[src/port_e_defs.vh]
/*
 * constants for the port E function select block: register offset, field
 * positions, reset values per mode, mode codes and bus clock divide.
 * assumes it is included by bare name from the design files only.
 */
// Overview of operation
// RULE1: free-cycle select: first write only in normal, none in emulation, any in special.
// RULE2: free-cycle select 1 makes bit 7 I/O; 0 drives free-cycle indicator.
// RULE3: single-chip and peripheral modes: free-cycle, queue, read/write selects do nothing.
// RULE4: queue status select: write once normal, never emulation, anytime special.
// RULE5: queue status select 1 drives queue state on bits 6:5; 0 gives I/O.
// RULE6: bus clock disable writable anytime in normal and special, never in emulation.
// RULE7: disable 0 drives bus clock on bit 4, free-running while stretch is 0.
// RULE8: bus clock output available on bit 4 in every mode, single-chip too.
// RULE9: low strobe select: write once normal, never emulation, anytime special.
// RULE10: low strobe select 1 drives strobe; tagging samples low tag rising, strobe falling; the code takes the tag at the falling edge.
// RULE11: low strobe select ignored in single-chip, peripheral, normal expanded narrow modes.
// RULE12: after reset in normal expanded mode, low strobe and read/write stay disabled.
// RULE13: software should enable the low strobe before external writes needing it.
// RULE14: external reads proceed without the low strobe; all 16 data bits driven.
// RULE15: read/write select: write once normal, never emulation, anytime special; drives bit 2.
// RULE16: software should enable read/write output before writes to external writable resources.
// RULE17: pin given to a bus control function ignores its direction bit.
// RULE18: each write-once bit has a reset-cleared flag blocking later writes.
`ifndef PORT_E_DEFS_VH
`define PORT_E_DEFS_VH

// register map (byte addresses on the bus, byte address = 4 * index)
`define PE_SEL_ADDR        8'h28
`define PE_STATUS_ADDR     8'h2C

// field positions in the function select register
`define PE_FREE_BIT        7
`define PE_QUEUE_BIT       5
`define PE_CLKDIS_BIT      4
`define PE_LOW_BYTE_STROBE_BIT       3
`define PE_RW_BIT          2
`define PE_WMASK           8'hBC

// mode codes {c,b,a}
`define MODE_SPEC_SINGLE   3'h0
`define MODE_EMUL_NARROW   3'h1
`define MODE_SPEC_TEST     3'h2
`define MODE_EMUL_WIDE     3'h3
`define MODE_NORM_SINGLE   3'h4
`define MODE_NORM_NARROW   3'h5
`define MODE_PERIPHERAL    3'h6
`define MODE_NORM_WIDE     3'h7

// reset values of the function select register per mode
`define PE_RST_ZERO        8'h00
`define PE_RST_EMUL_TEST   8'h2C
`define PE_RST_NORM_SINGLE 8'h10
`define PE_RST_EMUL        8'hAC

// write policy codes
`define WPOL_NEVER         2'h0
`define WPOL_ONCE          2'h1
`define WPOL_ANY           2'h2

// terminal count of the bus clock divider; half period is this plus one system clock
`define BUS_CLK_HALF       4'h1

`endif

[src/select_bit.v]
/*
 * one select bit of the function register with its write policy.
 * assumes a write strobe qualified by the bus and a mode-derived policy.
 */
`timescale 1ns/1ns
`include "port_e_defs.vh"
module select_bit (
    // clock and reset
    input  wire       clk_i,
    input  wire       rst_i,
    // reset value and write request
    input  wire       rst_val_i,
    input  wire [1:0] policy_i,
    input  wire       wr_i,
    input  wire       wdat_i,
    // state
    output wire       val_o,
    output wire       used_o
);
    reg  val_reg;
    reg  used_reg;
    wire allow;

    // once-policy honoured only while no write has landed
    assign allow = (policy_i == `WPOL_ANY) ||
                   ((policy_i == `WPOL_ONCE) && !used_reg);

    always @(posedge clk_i) begin
        if (rst_i) begin
            val_reg  <= rst_val_i;             // mode image, not counted as a write
            used_reg <= 1'b0;                  // [RULE18]
        end else if (used_reg == 1'b0 && policy_i == `WPOL_NEVER) begin
            val_reg  <= val_reg;
        end else if (wr_i && allow) begin
            val_reg  <= wdat_i;
            used_reg <= 1'b1;                  // [RULE18]
        end
    end

    assign val_o  = val_reg;
    assign used_o = used_reg;
endmodule

[src/port_e_function_assignment.v]
/*
 * port E pin function select: register over classic wishbone, write
 * policies per mode, and the pin mux for bits 7 and 6:2.
 * assumes mode strap is stable around reset and bus signals come from the
 * same clock; pin inputs from outside are synchronised here.
 */
// Chosen here: the Wishbone register port and the register addresses.
`timescale 1ns/1ns
`include "port_e_defs.vh"
module port_e_function_assignment (
    // clock and reset
    input  wire       clk_i,
    input  wire       rst_i,
    // wishbone slave
    input  wire       cyc_i,
    input  wire       stb_i,
    input  wire       we_i,
    input  wire [7:0] adr_i,
    input  wire [3:0] sel_i,
    input  wire [31:0] dat_i,
    output wire [31:0] dat_o,
    output wire       ack_o,
    // operating mode strap and control
    input  wire [2:0] mode_i,
    input  wire       bus_clock_stretch_ctl_i,
    input  wire       tag_enable_i,
    // core bus status
    input  wire       free_cycle_i,
    input  wire [1:0] queue_state_i,
    input  wire       low_byte_strobe_i,
    input  wire       read_write_i,
    // general-purpose port data and direction
    input  wire [7:2] port_e_data_i,
    input  wire [7:2] port_e_direction_i,
    // pins
    input  wire [7:2] pin_i,
    output wire [7:2] pin_o,
    output wire [7:2] pin_oe_o,
    // captured low tag
    output wire       low_tag_input_o
);
    // bus registers
    reg  [31:0] dat_reg;
    reg         ack_reg;
    // mode caught after reset
    reg  [2:0]  mode_reg;
    reg         mode_valid_reg;
    // pin sync and outputs
    reg  [7:2]  sync1_reg;
    reg  [7:2]  sync2_reg;
    reg  [7:2]  pin_reg;
    reg  [7:2]  pin_next;
    reg  [7:2]  oe_reg;
    reg  [7:2]  oe_next;
    reg         tag_reg;
    // bus clock divider
    reg  [3:0]  div_reg;
    reg         external_bus_clock_reg;
    // pin 3 release state, delayed to line up with the synchroniser
    reg         rel1_reg;
    reg         rel2_reg;

    wire        emul_mode;
    wire        spec_mode;
    wire        single_mode;
    wire        periph_mode;
    wire        narrow_norm;
    wire [1:0]  pol_once;
    wire [1:0]  pol_clk;
    wire        wr_sel;
    wire [4:0]  wr_bits;
    wire [4:0]  rst_bits;
    wire [4:0]  val_bits;
    wire [4:0]  used_bits;
    wire [1:0]  pol_bits [4:0];
    wire [7:0]  sel_value;
    wire [7:0]  rst_value;
    wire        ctl_ok;
    wire        low_byte_strobe_ok;
    wire        sel_rst;
    wire [2:0]  mode_now;

    // mode classes
    assign emul_mode   = (mode_reg == `MODE_EMUL_NARROW) || (mode_reg == `MODE_EMUL_WIDE);
    assign spec_mode   = (mode_reg == `MODE_SPEC_SINGLE) || (mode_reg == `MODE_SPEC_TEST) ||
                         (mode_reg == `MODE_PERIPHERAL);
    assign single_mode = (mode_reg == `MODE_SPEC_SINGLE) || (mode_reg == `MODE_NORM_SINGLE);
    assign periph_mode = (mode_reg == `MODE_PERIPHERAL);
    assign narrow_norm = (mode_reg == `MODE_NORM_NARROW);

    // write policies per bit
    assign pol_once = emul_mode ? `WPOL_NEVER : (spec_mode ? `WPOL_ANY : `WPOL_ONCE); // [RULE1] [RULE4] [RULE9]
    assign pol_clk  = emul_mode ? `WPOL_NEVER : `WPOL_ANY;                            // [RULE6]
    assign pol_bits[4] = pol_once;   // free cycle
    assign pol_bits[3] = pol_once;   // queue status
    assign pol_bits[2] = pol_clk;    // bus clock disable
    assign pol_bits[1] = pol_once;   // low strobe
    assign pol_bits[0] = pol_once;   // read/write [RULE15]

    // reset value by mode, from the strap in the load cycle; normal expanded leaves strobes off [RULE12]
    assign mode_now  = mode_valid_reg ? mode_reg : mode_i;
    assign rst_value = (mode_now == `MODE_SPEC_TEST)   ? `PE_RST_EMUL_TEST :
                       ((mode_now == `MODE_EMUL_NARROW) || (mode_now == `MODE_EMUL_WIDE)) ? `PE_RST_EMUL :
                       (mode_now == `MODE_NORM_SINGLE) ? `PE_RST_NORM_SINGLE : `PE_RST_ZERO;
    assign rst_bits = {rst_value[`PE_FREE_BIT], rst_value[`PE_QUEUE_BIT], rst_value[`PE_CLKDIS_BIT],
                       rst_value[`PE_LOW_BYTE_STROBE_BIT], rst_value[`PE_RW_BIT]};

    // register write lands at the edge where the master sees ack, byte lane 0 carries the data
    assign wr_sel  = cyc_i && stb_i && we_i && ack_reg && sel_i[0] && (adr_i == `PE_SEL_ADDR);
    assign wr_bits = {dat_i[`PE_FREE_BIT], dat_i[`PE_QUEUE_BIT], dat_i[`PE_CLKDIS_BIT],
                      dat_i[`PE_LOW_BYTE_STROBE_BIT], dat_i[`PE_RW_BIT]};

    // bits stay in reset through the mode load cycle, so the image does not use up a write-once [RULE18]
    assign sel_rst = rst_i || !mode_valid_reg;
    genvar gi;
    generate
        for (gi = 0; gi < 5; gi = gi + 1) begin : g_bit
            select_bit u_bit (
                .clk_i     (clk_i),
                .rst_i     (sel_rst),
                .rst_val_i (rst_bits[gi]),
                .policy_i  (pol_bits[gi]),
                .wr_i      (wr_sel),
                .wdat_i    (wr_bits[gi]),
                .val_o     (val_bits[gi]),
                .used_o    (used_bits[gi])
            );
        end
    endgenerate

    assign sel_value = {val_bits[4], 1'b0, val_bits[3], val_bits[2], val_bits[1], val_bits[0], 2'b00};

    // catch mode strap one cycle after reset release
    always @(posedge clk_i) begin
        if (rst_i) begin
            mode_reg       <= `MODE_SPEC_SINGLE;
            mode_valid_reg <= 1'b0;
        end else if (!mode_valid_reg) begin
            mode_reg       <= mode_i;
            mode_valid_reg <= 1'b1;
        end
    end

    // wishbone: ack one cycle after request, dropped the cycle after
    always @(posedge clk_i) begin
        if (rst_i) begin
            ack_reg <= 1'b0;
            dat_reg <= 32'h00000000;
        end else begin
            ack_reg <= cyc_i && stb_i && !ack_reg;
            if (adr_i == `PE_SEL_ADDR)
                dat_reg <= {24'h000000, sel_value};
            else if (adr_i == `PE_STATUS_ADDR)
                dat_reg <= {24'h000000, 1'b0, mode_reg, used_bits[4], used_bits[3], used_bits[1], used_bits[0]};
            else
                dat_reg <= 32'h00000000;           // unmapped reads zero
        end
    end

    // bus clock: free-running divider; stretch holds it high
    always @(posedge clk_i) begin
        if (rst_i) begin
            div_reg    <= 4'h0;
            external_bus_clock_reg   <= 1'b0;
        end else begin
            if (div_reg == `BUS_CLK_HALF) begin
                div_reg <= 4'h0;
                if (!(bus_clock_stretch_ctl_i && external_bus_clock_reg))
                    external_bus_clock_reg <= ~external_bus_clock_reg;         // [RULE7]
            end else begin
                div_reg <= div_reg + 4'h1;
            end
        end
    end

    // pin input synchroniser
    always @(posedge clk_i) begin
        if (rst_i) begin
            sync1_reg <= 6'h00;
            sync2_reg <= 6'h00;
        end else begin
            sync1_reg <= pin_i;
            sync2_reg <= sync1_reg;
        end
    end

    // control selects act only in expanded modes [RULE3]; low strobe also off in narrow normal
    assign ctl_ok   = !single_mode && !periph_mode;
    assign low_byte_strobe_ok = ctl_ok && !narrow_norm;                // [RULE11]

    // pin mux; alternate functions override direction bits [RULE17]
    always @* begin
        pin_next = port_e_data_i;
        oe_next  = port_e_direction_i;
        if (ctl_ok && !val_bits[4]) begin                   // [RULE2]
            pin_next[7] = free_cycle_i;
            oe_next[7]  = 1'b1;
        end
        if (ctl_ok && val_bits[3]) begin                    // [RULE5]
            pin_next[6] = queue_state_i[1];
            pin_next[5] = queue_state_i[0];
            oe_next[6]  = 1'b1;
            oe_next[5]  = 1'b1;
        end
        if (!val_bits[2]) begin                             // [RULE8] any mode
            pin_next[4] = external_bus_clock_reg;
            oe_next[4]  = 1'b1;
        end
        if (low_byte_strobe_ok && val_bits[1]) begin                  // [RULE10]
            // tagging: release pin while clock high, drive strobe from falling edge
            pin_next[3] = low_byte_strobe_i;
            oe_next[3]  = !(tag_enable_i && external_bus_clock_reg);
        end
        if (ctl_ok && val_bits[0]) begin                    // [RULE15]
            pin_next[2] = read_write_i;
            oe_next[2]  = 1'b1;
        end
    end

    // registered pins; low tag taken at the end of each release window,
    // two cycles late since the pin reaches logic only through the synchroniser
    always @(posedge clk_i) begin
        if (rst_i) begin
            pin_reg  <= 6'h00;
            oe_reg   <= 6'h00;
            rel1_reg <= 1'b0;
            rel2_reg <= 1'b0;
            tag_reg  <= 1'b0;
        end else begin
            pin_reg  <= pin_next;
            oe_reg   <= oe_next;
            rel1_reg <= !oe_reg[3];
            rel2_reg <= rel1_reg;
            if (tag_enable_i && low_byte_strobe_ok && val_bits[1] && rel2_reg && !rel1_reg)
                tag_reg <= sync2_reg[3];                    // [RULE10]
        end
    end

    // reads need no strobe: data path is full width regardless [RULE14]
    assign dat_o           = dat_reg;
    assign ack_o           = ack_reg;
    assign pin_o           = pin_reg;
    assign pin_oe_o        = oe_reg;
    assign low_tag_input_o = tag_reg;
endmodule

[config.mk]
export PLATFORM = sky130hd
export DESIGN_NAME = port_e_function_assignment
export DESIGN_NICKNAME = d
export VERILOG_FILES = /design/src/select_bit.v /design/src/port_e_function_assignment.v
export VERILOG_INCLUDE_DIRS = /design/src
export SDC_FILE = /design/constraint.sdc
export NUM_CORES = 1
export LEC_CHECK = 0
export BUFFER_PORTS_ARGS = -buffer_cell sky130_fd_sc_hd__buf_2
export CAP_MARGIN = 20
export CORE_MARGIN = 3
export CORE_UTILIZATION = 45
export DETAILED_ROUTE_END_ITERATION = 6
export HOLD_SLACK_MARGIN = 0.15
export PLACE_DENSITY = 0.85
export SETUP_SLACK_MARGIN = 0.15
export SYNTH_ARGS = -nofsm -noshare
export SYNTH_HDL_FRONTEND = slang
export SYNTH_SLANG_ARGS = --single-unit
[constraint.sdc]
create_clock -name clk_i -period 3.85 [get_ports clk_i]
set_input_delay 0.5775 -clock clk_i [delete_from_list [all_inputs] [get_ports clk_i]]
set_output_delay 0.5775 -clock clk_i [all_outputs]
set_load 0.005 [all_outputs]
# --- After elaboration in Yosys (flattened, before gate mapping) ---
# Cells that the tools add are included.
# W data, S select, Z words.
word_totals:
  ff_bits: 71
  latch_bits: 0
  mem_bits_rw: 0
  romBits: 0
  inputBits: 77
  output_inout_bits: 46
  word_cells: 176
  n_memories: 0
op_classes:
  addsub: 1
  multipliers: 0
  div: 0
  n_lt_le_gt_ge: 0
  eq_ne: 22
  n_shift: 0
  n_mux: 35
  bitwise: 13
  n_reduce_logical: 80
op_table:
  columns: ["operator", "n"]
  rows:
  - ["$logic_and A1 B1 Y1", 33]
  - ["$mux W1", 24]
  - ["$mux W8", 3]
  - ["$reduce_and A2 Y1", 11]
  - ["$eq A8 B6 Y1 const B", 2]
  - ["$logic_not A1 Y1", 14]
  - ["$not A1 Y1", 13]
  - ["$eq A3 B2 Y1 const B", 4]
  - ["$eq A3 B3 Y1 const B", 4]
  - ["$logic_or A1 B1 Y1", 11]
  - ["$mux W2", 5]
  - ["$reduce_bool A2 Y1", 5]
  - ["$ne A2 B2 Y1 const B", 4]
  - ["$mux W7", 1]
  - ["$eq A3 B1 Y1 const B", 2]
  - ["$mux W5", 1]
  - ["$add A4 B1 Y4 const B", 1]
  - ["$eq A2 B1 Y1 const B", 2]
  - ["$eq A2 B2 Y1 const B", 2]
  - ["$eq A4 B1 Y1 const B", 1]
  - ["$logic_not A2 Y1", 2]
  - ["$reduce_or A2 Y1", 2]
  - ["$logic_not A3 Y1", 1]
  - ["$mux W3", 1]
  - ["other kinds (2)", 2]

# --- Logic depth before layout (Yosys ltp) ---
depth:
  depth_word: 12
  ltp_mapped: 6
  depth_no_buf: 6

# --- Modules after synthesis ---
# From an unflattened synthesis, not the netlist that was laid out.
hier_totals:
  hier_cells: 212
  area_unflattened_um2: 2090.8
modules_own_cells:
  columns: ["module", "n_inst", "cells_per_inst", "area_per_inst_um2", "seq_area_each_um2"]
  rows:
  - ["port_e_function_assignment", 1, 162, 1515.2, 700.7]
  - ["select_bit", 5, 10, 115.1, 50.0]

# --- Worst setup path before layout ---
# Ideal clock, no wire load.
synth_timing:
  path_kind: "in2reg"
  start: "input adr_i[7]"
  end: "register g_bit[2].u_bit.val_reg (enable)"
  setup_time_ns: 0.294
  arrival_ns: 1.761
  path_slack_ns: 1.795
  path_stages: 4
  n_path_buf: 0
  path_cell_list: "or4_4 > nor4_4 > and2b_2 > nand2b_1"
synth_via:
  elab_chain_len: 5
synth_lines:
  columns: ["item", "line_no", "text"]
  rows:
  - ["from (decl)", "port_e_function_assignment.v:18", "input wire [7:0] adr_i,"]
  - ["$eq A8 B6 Y1 (no line)", null, null]
  - ["$logic_and A1 B1 Y1", "port_e_function_assignment.v:109", "assign wr_sel = cyc_i && stb_i && we_i && ack_reg && sel_i[0] && (adr_i == `PE_SEL_ADDR);"]
  - ["$logic_and A1 B1 Y1", "select_bit.v:34", "end else if (wr_i && allow) begin"]
  - ["$reduce_bool A2 Y1 (no line)", null, null]
  - ["$reduce_and A2 Y1 (no line)", null, null]
  - ["to (signal assigned)", "select_bit.v:30", "val_reg <= rst_val_i;"]
  - ["to (signal assigned)", "select_bit.v:33", "val_reg <= val_reg;"]
  - ["to (signal assigned)", "select_bit.v:35", "val_reg <= wdat_i;"]
  - ["to (decl)", "select_bit.v:20", "reg val_reg;"]
# No other way between the ends.
# A chain may end at the register's enable or synchronous reset.

# --- Worst setup path in the final report ---
# Same ends and word-level chain as after synthesis.

==> metrics.yaml <==
outcome:
  run_status: "finished, final reports clean"
placement:
  detailed_place_hpwl_um: 2790
  post-place-ws_ns: 1.55
  io_buffers: 63
  finalWeightedCongestion: 0.832
  placed_cells_incl_taps: 303
route:
  dr_total_vias: 1448
  detailedRoute.firstPassIterationCount: 4
  post-route-drc-count: 0
  drt_iter0_drc: 52
  drt-total-wl_um: 3600
  mean_number_of_vias_per_cell: 4.66
  routed_length_per_placed_instance_um: 11.6
  antenna_left: 0
critical_path:
  critPathKind: "input port to register"
  path_delay_family: "simple AND/OR/NAND/NOR gates"
  slowest_cell_delay_on_critical_path_ns: 0.55
  worstPathCellList: "buf_2 -> or4_4 -> nor4_4 -> and2b_2 -> nand2b_1"
  reg2reg_setup_slack_ns: 2.22
  critical_path_depth: 5
  timing.critical_path.required_ns: 3.86
  worstReg2RegStart: "mode_reg[2]"
  slowest_stage: "sky130_fd_sc_hd__or4_4"
  path_buf_inv: 1
  rr_worst_depth: 4
  worst-endpoint-arrival_ns: 2.00
  setup.worst_path.end: "g_bit[2].u_bit.val_o"
  start_kind: "input port"
  crit_fanout: 5
  worstReg2RegEnd: "pin_o[5]"
  critPathCaptureType: "register"
  timing.critical_path.from: "adr_i[7]"
sta:
  timing.slew.headroom_pct: 56.3
  clock_skew_ns: 0.00653
  postLayoutSetupSlackWorst_ns: 1.86
  grt_setup_unrepaired: "no"
  timing.final.hold_violations: 0
  setup_viol: 0
  slew_viol_final: 0
  layout_worst_path_cycle_share_pct: 51.8
  finalSetupTns_ns: 0
  clock.fmax_mhz: 502
  timing.final.crit_period_ns: 1.99
  worst_slew_pin_slew_ns: 0.649
cells_and_area:
  layout.filler_cells: 369
  largest_register_ffs: 8
  layoutNonFillerInstCount: 311
  final_common_cell: "sky130_fd_sc_hd__buf_2"
  final_layout_size_suffix_gt1_share_pct: 28.9
  layout-area-overhead-vs-synth_pct: 18.0
  antenna_cells_inserted: 0
  layout_common_cells: "sky130_fd_sc_hd__buf_2 (63), sky130_fd_sc_hd__dfxtp_1 (39), sky130_fd_sc_hd__nor2_1 (25)"
  finish.net_count: 341
synth:
  dominant_combinational_cell_family_by_area_after_synthesis: "simple AND/OR/NAND/NOR gates"
  synthXorXnorAreaFrac_pct: 0.461
  ys_warn_count: 0
  synthSimpleGateAreaFrac_pct: 19.8
  synthTopCellsByArea: "sky130_fd_sc_hd__dfxtp_1 (41%), sky130_fd_sc_hd__buf_4 (9.5%), sky130_fd_sc_hd__edfxtp_1 (7.9%), sky130_fd_sc_hd__mux2i_1 (6.9%), sky130_fd_sc_hd__nor2_1 (4.9%)"
  share_of_synthesized_cell_area_in_full_adder_half_adder_and_majority_cells_pct: 1.32
  synthCells: 201
  yosys_register_bits: 44
  share_of_synthesized_area_spent_on_multiplexers_pct: 7.44
  share_of_synthesized_area_occupied_by_flip_flops_and_latches_pct: 49.0
  synth_top_cell_by_area: "sky130_fd_sc_hd__dfxtp_1"
  top_ff_cell_synth: "sky130_fd_sc_hd__dfxtp_1"
  synth_edf_count: 5
  synthesis.area_per_instance_um2: 9.45
  async_reset_ff_share_pct: 0
  syn-cell-area_um2: 1900
  synth_compound_area_share_pct: 9.29
  synth.top_cell.area_share_pct: 41.1
  netlist-cell-type-count: 33
clocking:
  cts_hold_buf: 0
  clk_pin_slew_worst_paths_ns: 0.07
  insertion_delay_ns: 0.29
  tritoncts_clock_tree: "built"
  cts_root_buffer: "sky130_fd_sc_hd__clkbuf_8"
  cts_inserted_buffers: 5
  cts-root-to-sink-buffers: 2
  cts.sink_count: 44
  post_cts_resize_count: 0
  post_cts_buffers: 0
  cts_htree_levels: 2
die:
  floorplan_die_area_um2: 5040
  die_width_um: 71.0
  coreArea_um2: 3850
  core.rowCount: 22
  floorplan.initialDensity_pct: 49.3
  die_height_um: 71.0
  boundaryPins: 123
global_routing:
  grtUsageTotal_pct: 14.2
  grt_overflow: 0
  grt_pass1_vias: 1290
  global_route_wire_length_before_repair_um: 5510
  grt_max_degree: 34
  number_of_antenna_violations_at_the_first_check_in_global_routing: 0
power_and_ir_drop:
  power_leakage_nw: 1.10
  p_int_w: 0.000688
  combPwrFrac_pct: 11.6
  sequentialPowerShare_pct: 56.6
  switching_share_pct: 23.4
  max-vdd-ir-drop_mv: 0.163
  p_per_area_nw_per_um2: 401
  switchingPower_w: 0.000210
  power.clock.fraction_pct: 31.7
flow_run:
  max-cap-violations: 0
worst_hold_path:
  min-delay-path-class: "register to register"
  min_delay_path_depth: 1
[worst min path at each step]
stage / startpoint / endpoint / slack, ns
5_1_grt: pin_oe_o[3] / rel1_reg / 0.44
3_5_place_dp: pin_oe_o[3] / rel1_reg / 0.41
6_report: pin_oe_o[3] / rel1_reg / 0.41
2_1_floorplan: pin_oe_o[3] / rel1_reg / 0.40
3_3_place_gp: pin_oe_o[3] / rel1_reg / 0.40
4_1_cts: pin_oe_o[3] / rel1_reg / 0.42
[stage by stage]
step           util, %  hold WS (ns)  area [um2]  power [W]
2_1_floorplan        -         0.401        1990   0.000597
3_3_place_gp      55.8         0.399        2150   0.000620
3_5_place_dp      55.8         0.413        2150   0.000624
4_1_cts           58.1         0.422        2240   0.000911
5_1_grt           58.1         0.444        2240   0.000945
6_report          58.1         0.412        2240   0.000898
[kinds of logic (layout without fill, tap and decap cells)]
kind of cell,after synthesis,after routing
and+or+nand+nor,71,71
DFF,44,44
buffers and inverters,39,78
AOI/OAI and AO/OA,29,29
muxes,14,14
adders and majority gates,2,2
other,1,24
xor gates and xnor gates,1,1
[metal layers]
metal / vias up / wire length [um] / GRT usage (%)
met5: - / 0 / 0
met4: 0 / 102 / 10.2
met3: 8 / 311 / 3.84
met2: 60 / 1690 / 23.3
met1: 644 / 1490 / 15.8
li1: 736 / - / -
[power groups by stage]
| stage | clock network [W] | logic (W) | registers (W) |
|---|---|---|---|
| after CTS | 0.000297 | 0.000105 | 0.000508 |
| final | 0.000285 | 0.000104 | 0.000508 |
| after floorplan | 0 | 0.0000834 | 0.000513 |
| after detailed placement | 0 | 0.000105 | 0.000519 |
| after global placement | 0 | 0.000102 | 0.000518 |
| after global routing | 0.000314 | 0.000119 | 0.000512 |
[cells in the mapped netlist (2+ instances only)]
| cell | number |
|---|---|
| sky130_fd_sc_hd__nand2_1 | 13 |
| sky130_fd_sc_hd__and3_1 | 4 |
| sky130_fd_sc_hd__dfxtp_1 | 39 |
| sky130_fd_sc_hd__buf_1 | 3 |
| sky130_fd_sc_hd__edfxtp_1 | 5 |
| sky130_fd_sc_hd__nor3_1 | 4 |
| sky130_fd_sc_hd__buf_4 | 24 |
| sky130_fd_sc_hd__o21ai_0 | 10 |
| sky130_fd_sc_hd__a21oi_1 | 10 |
| sky130_fd_sc_hd__ha_1 | 2 |
| sky130_fd_sc_hd__nand3b_1 | 2 |
| sky130_fd_sc_hd__nand2b_1 | 2 |
| sky130_fd_sc_hd__inv_1 | 7 |
| sky130_fd_sc_hd__o21a_1 | 4 |
| sky130_fd_sc_hd__nor2_1 | 25 |
| sky130_fd_sc_hd__nor3b_1 | 2 |
| sky130_fd_sc_hd__nor2b_1 | 12 |
| sky130_fd_sc_hd__clkbuf_1 | 5 |
| sky130_fd_sc_hd__nand3_1 | 2 |
| sky130_fd_sc_hd__mux2i_1 | 13 |
[cell type report]
class | count | area, um2 | share of cell area (%)
clock buffer | 8 | 90.1 | 4.02
inverter | 7 | 26.3 | 1.17
multi-input combinational | 141 | 818 | 36.5
sequential | 44 | 931 | 41.5
tap | 48 | 60.1 | 2.68
timing repair buffer | 63 | 315 | 14.1
[worst reg2reg max path, stage by stage, from the launching register on]
cell                      delay [ns]
sky130_fd_sc_hd__dfxtp_1        0.50
sky130_fd_sc_hd__nor2b_1        0.15
sky130_fd_sc_hd__o21ai_0        0.55
sky130_fd_sc_hd__mux2i_1        0.26
sky130_fd_sc_hd__nor2_1         0.05
Note: power is estimated with default switching activity, not from simulation.
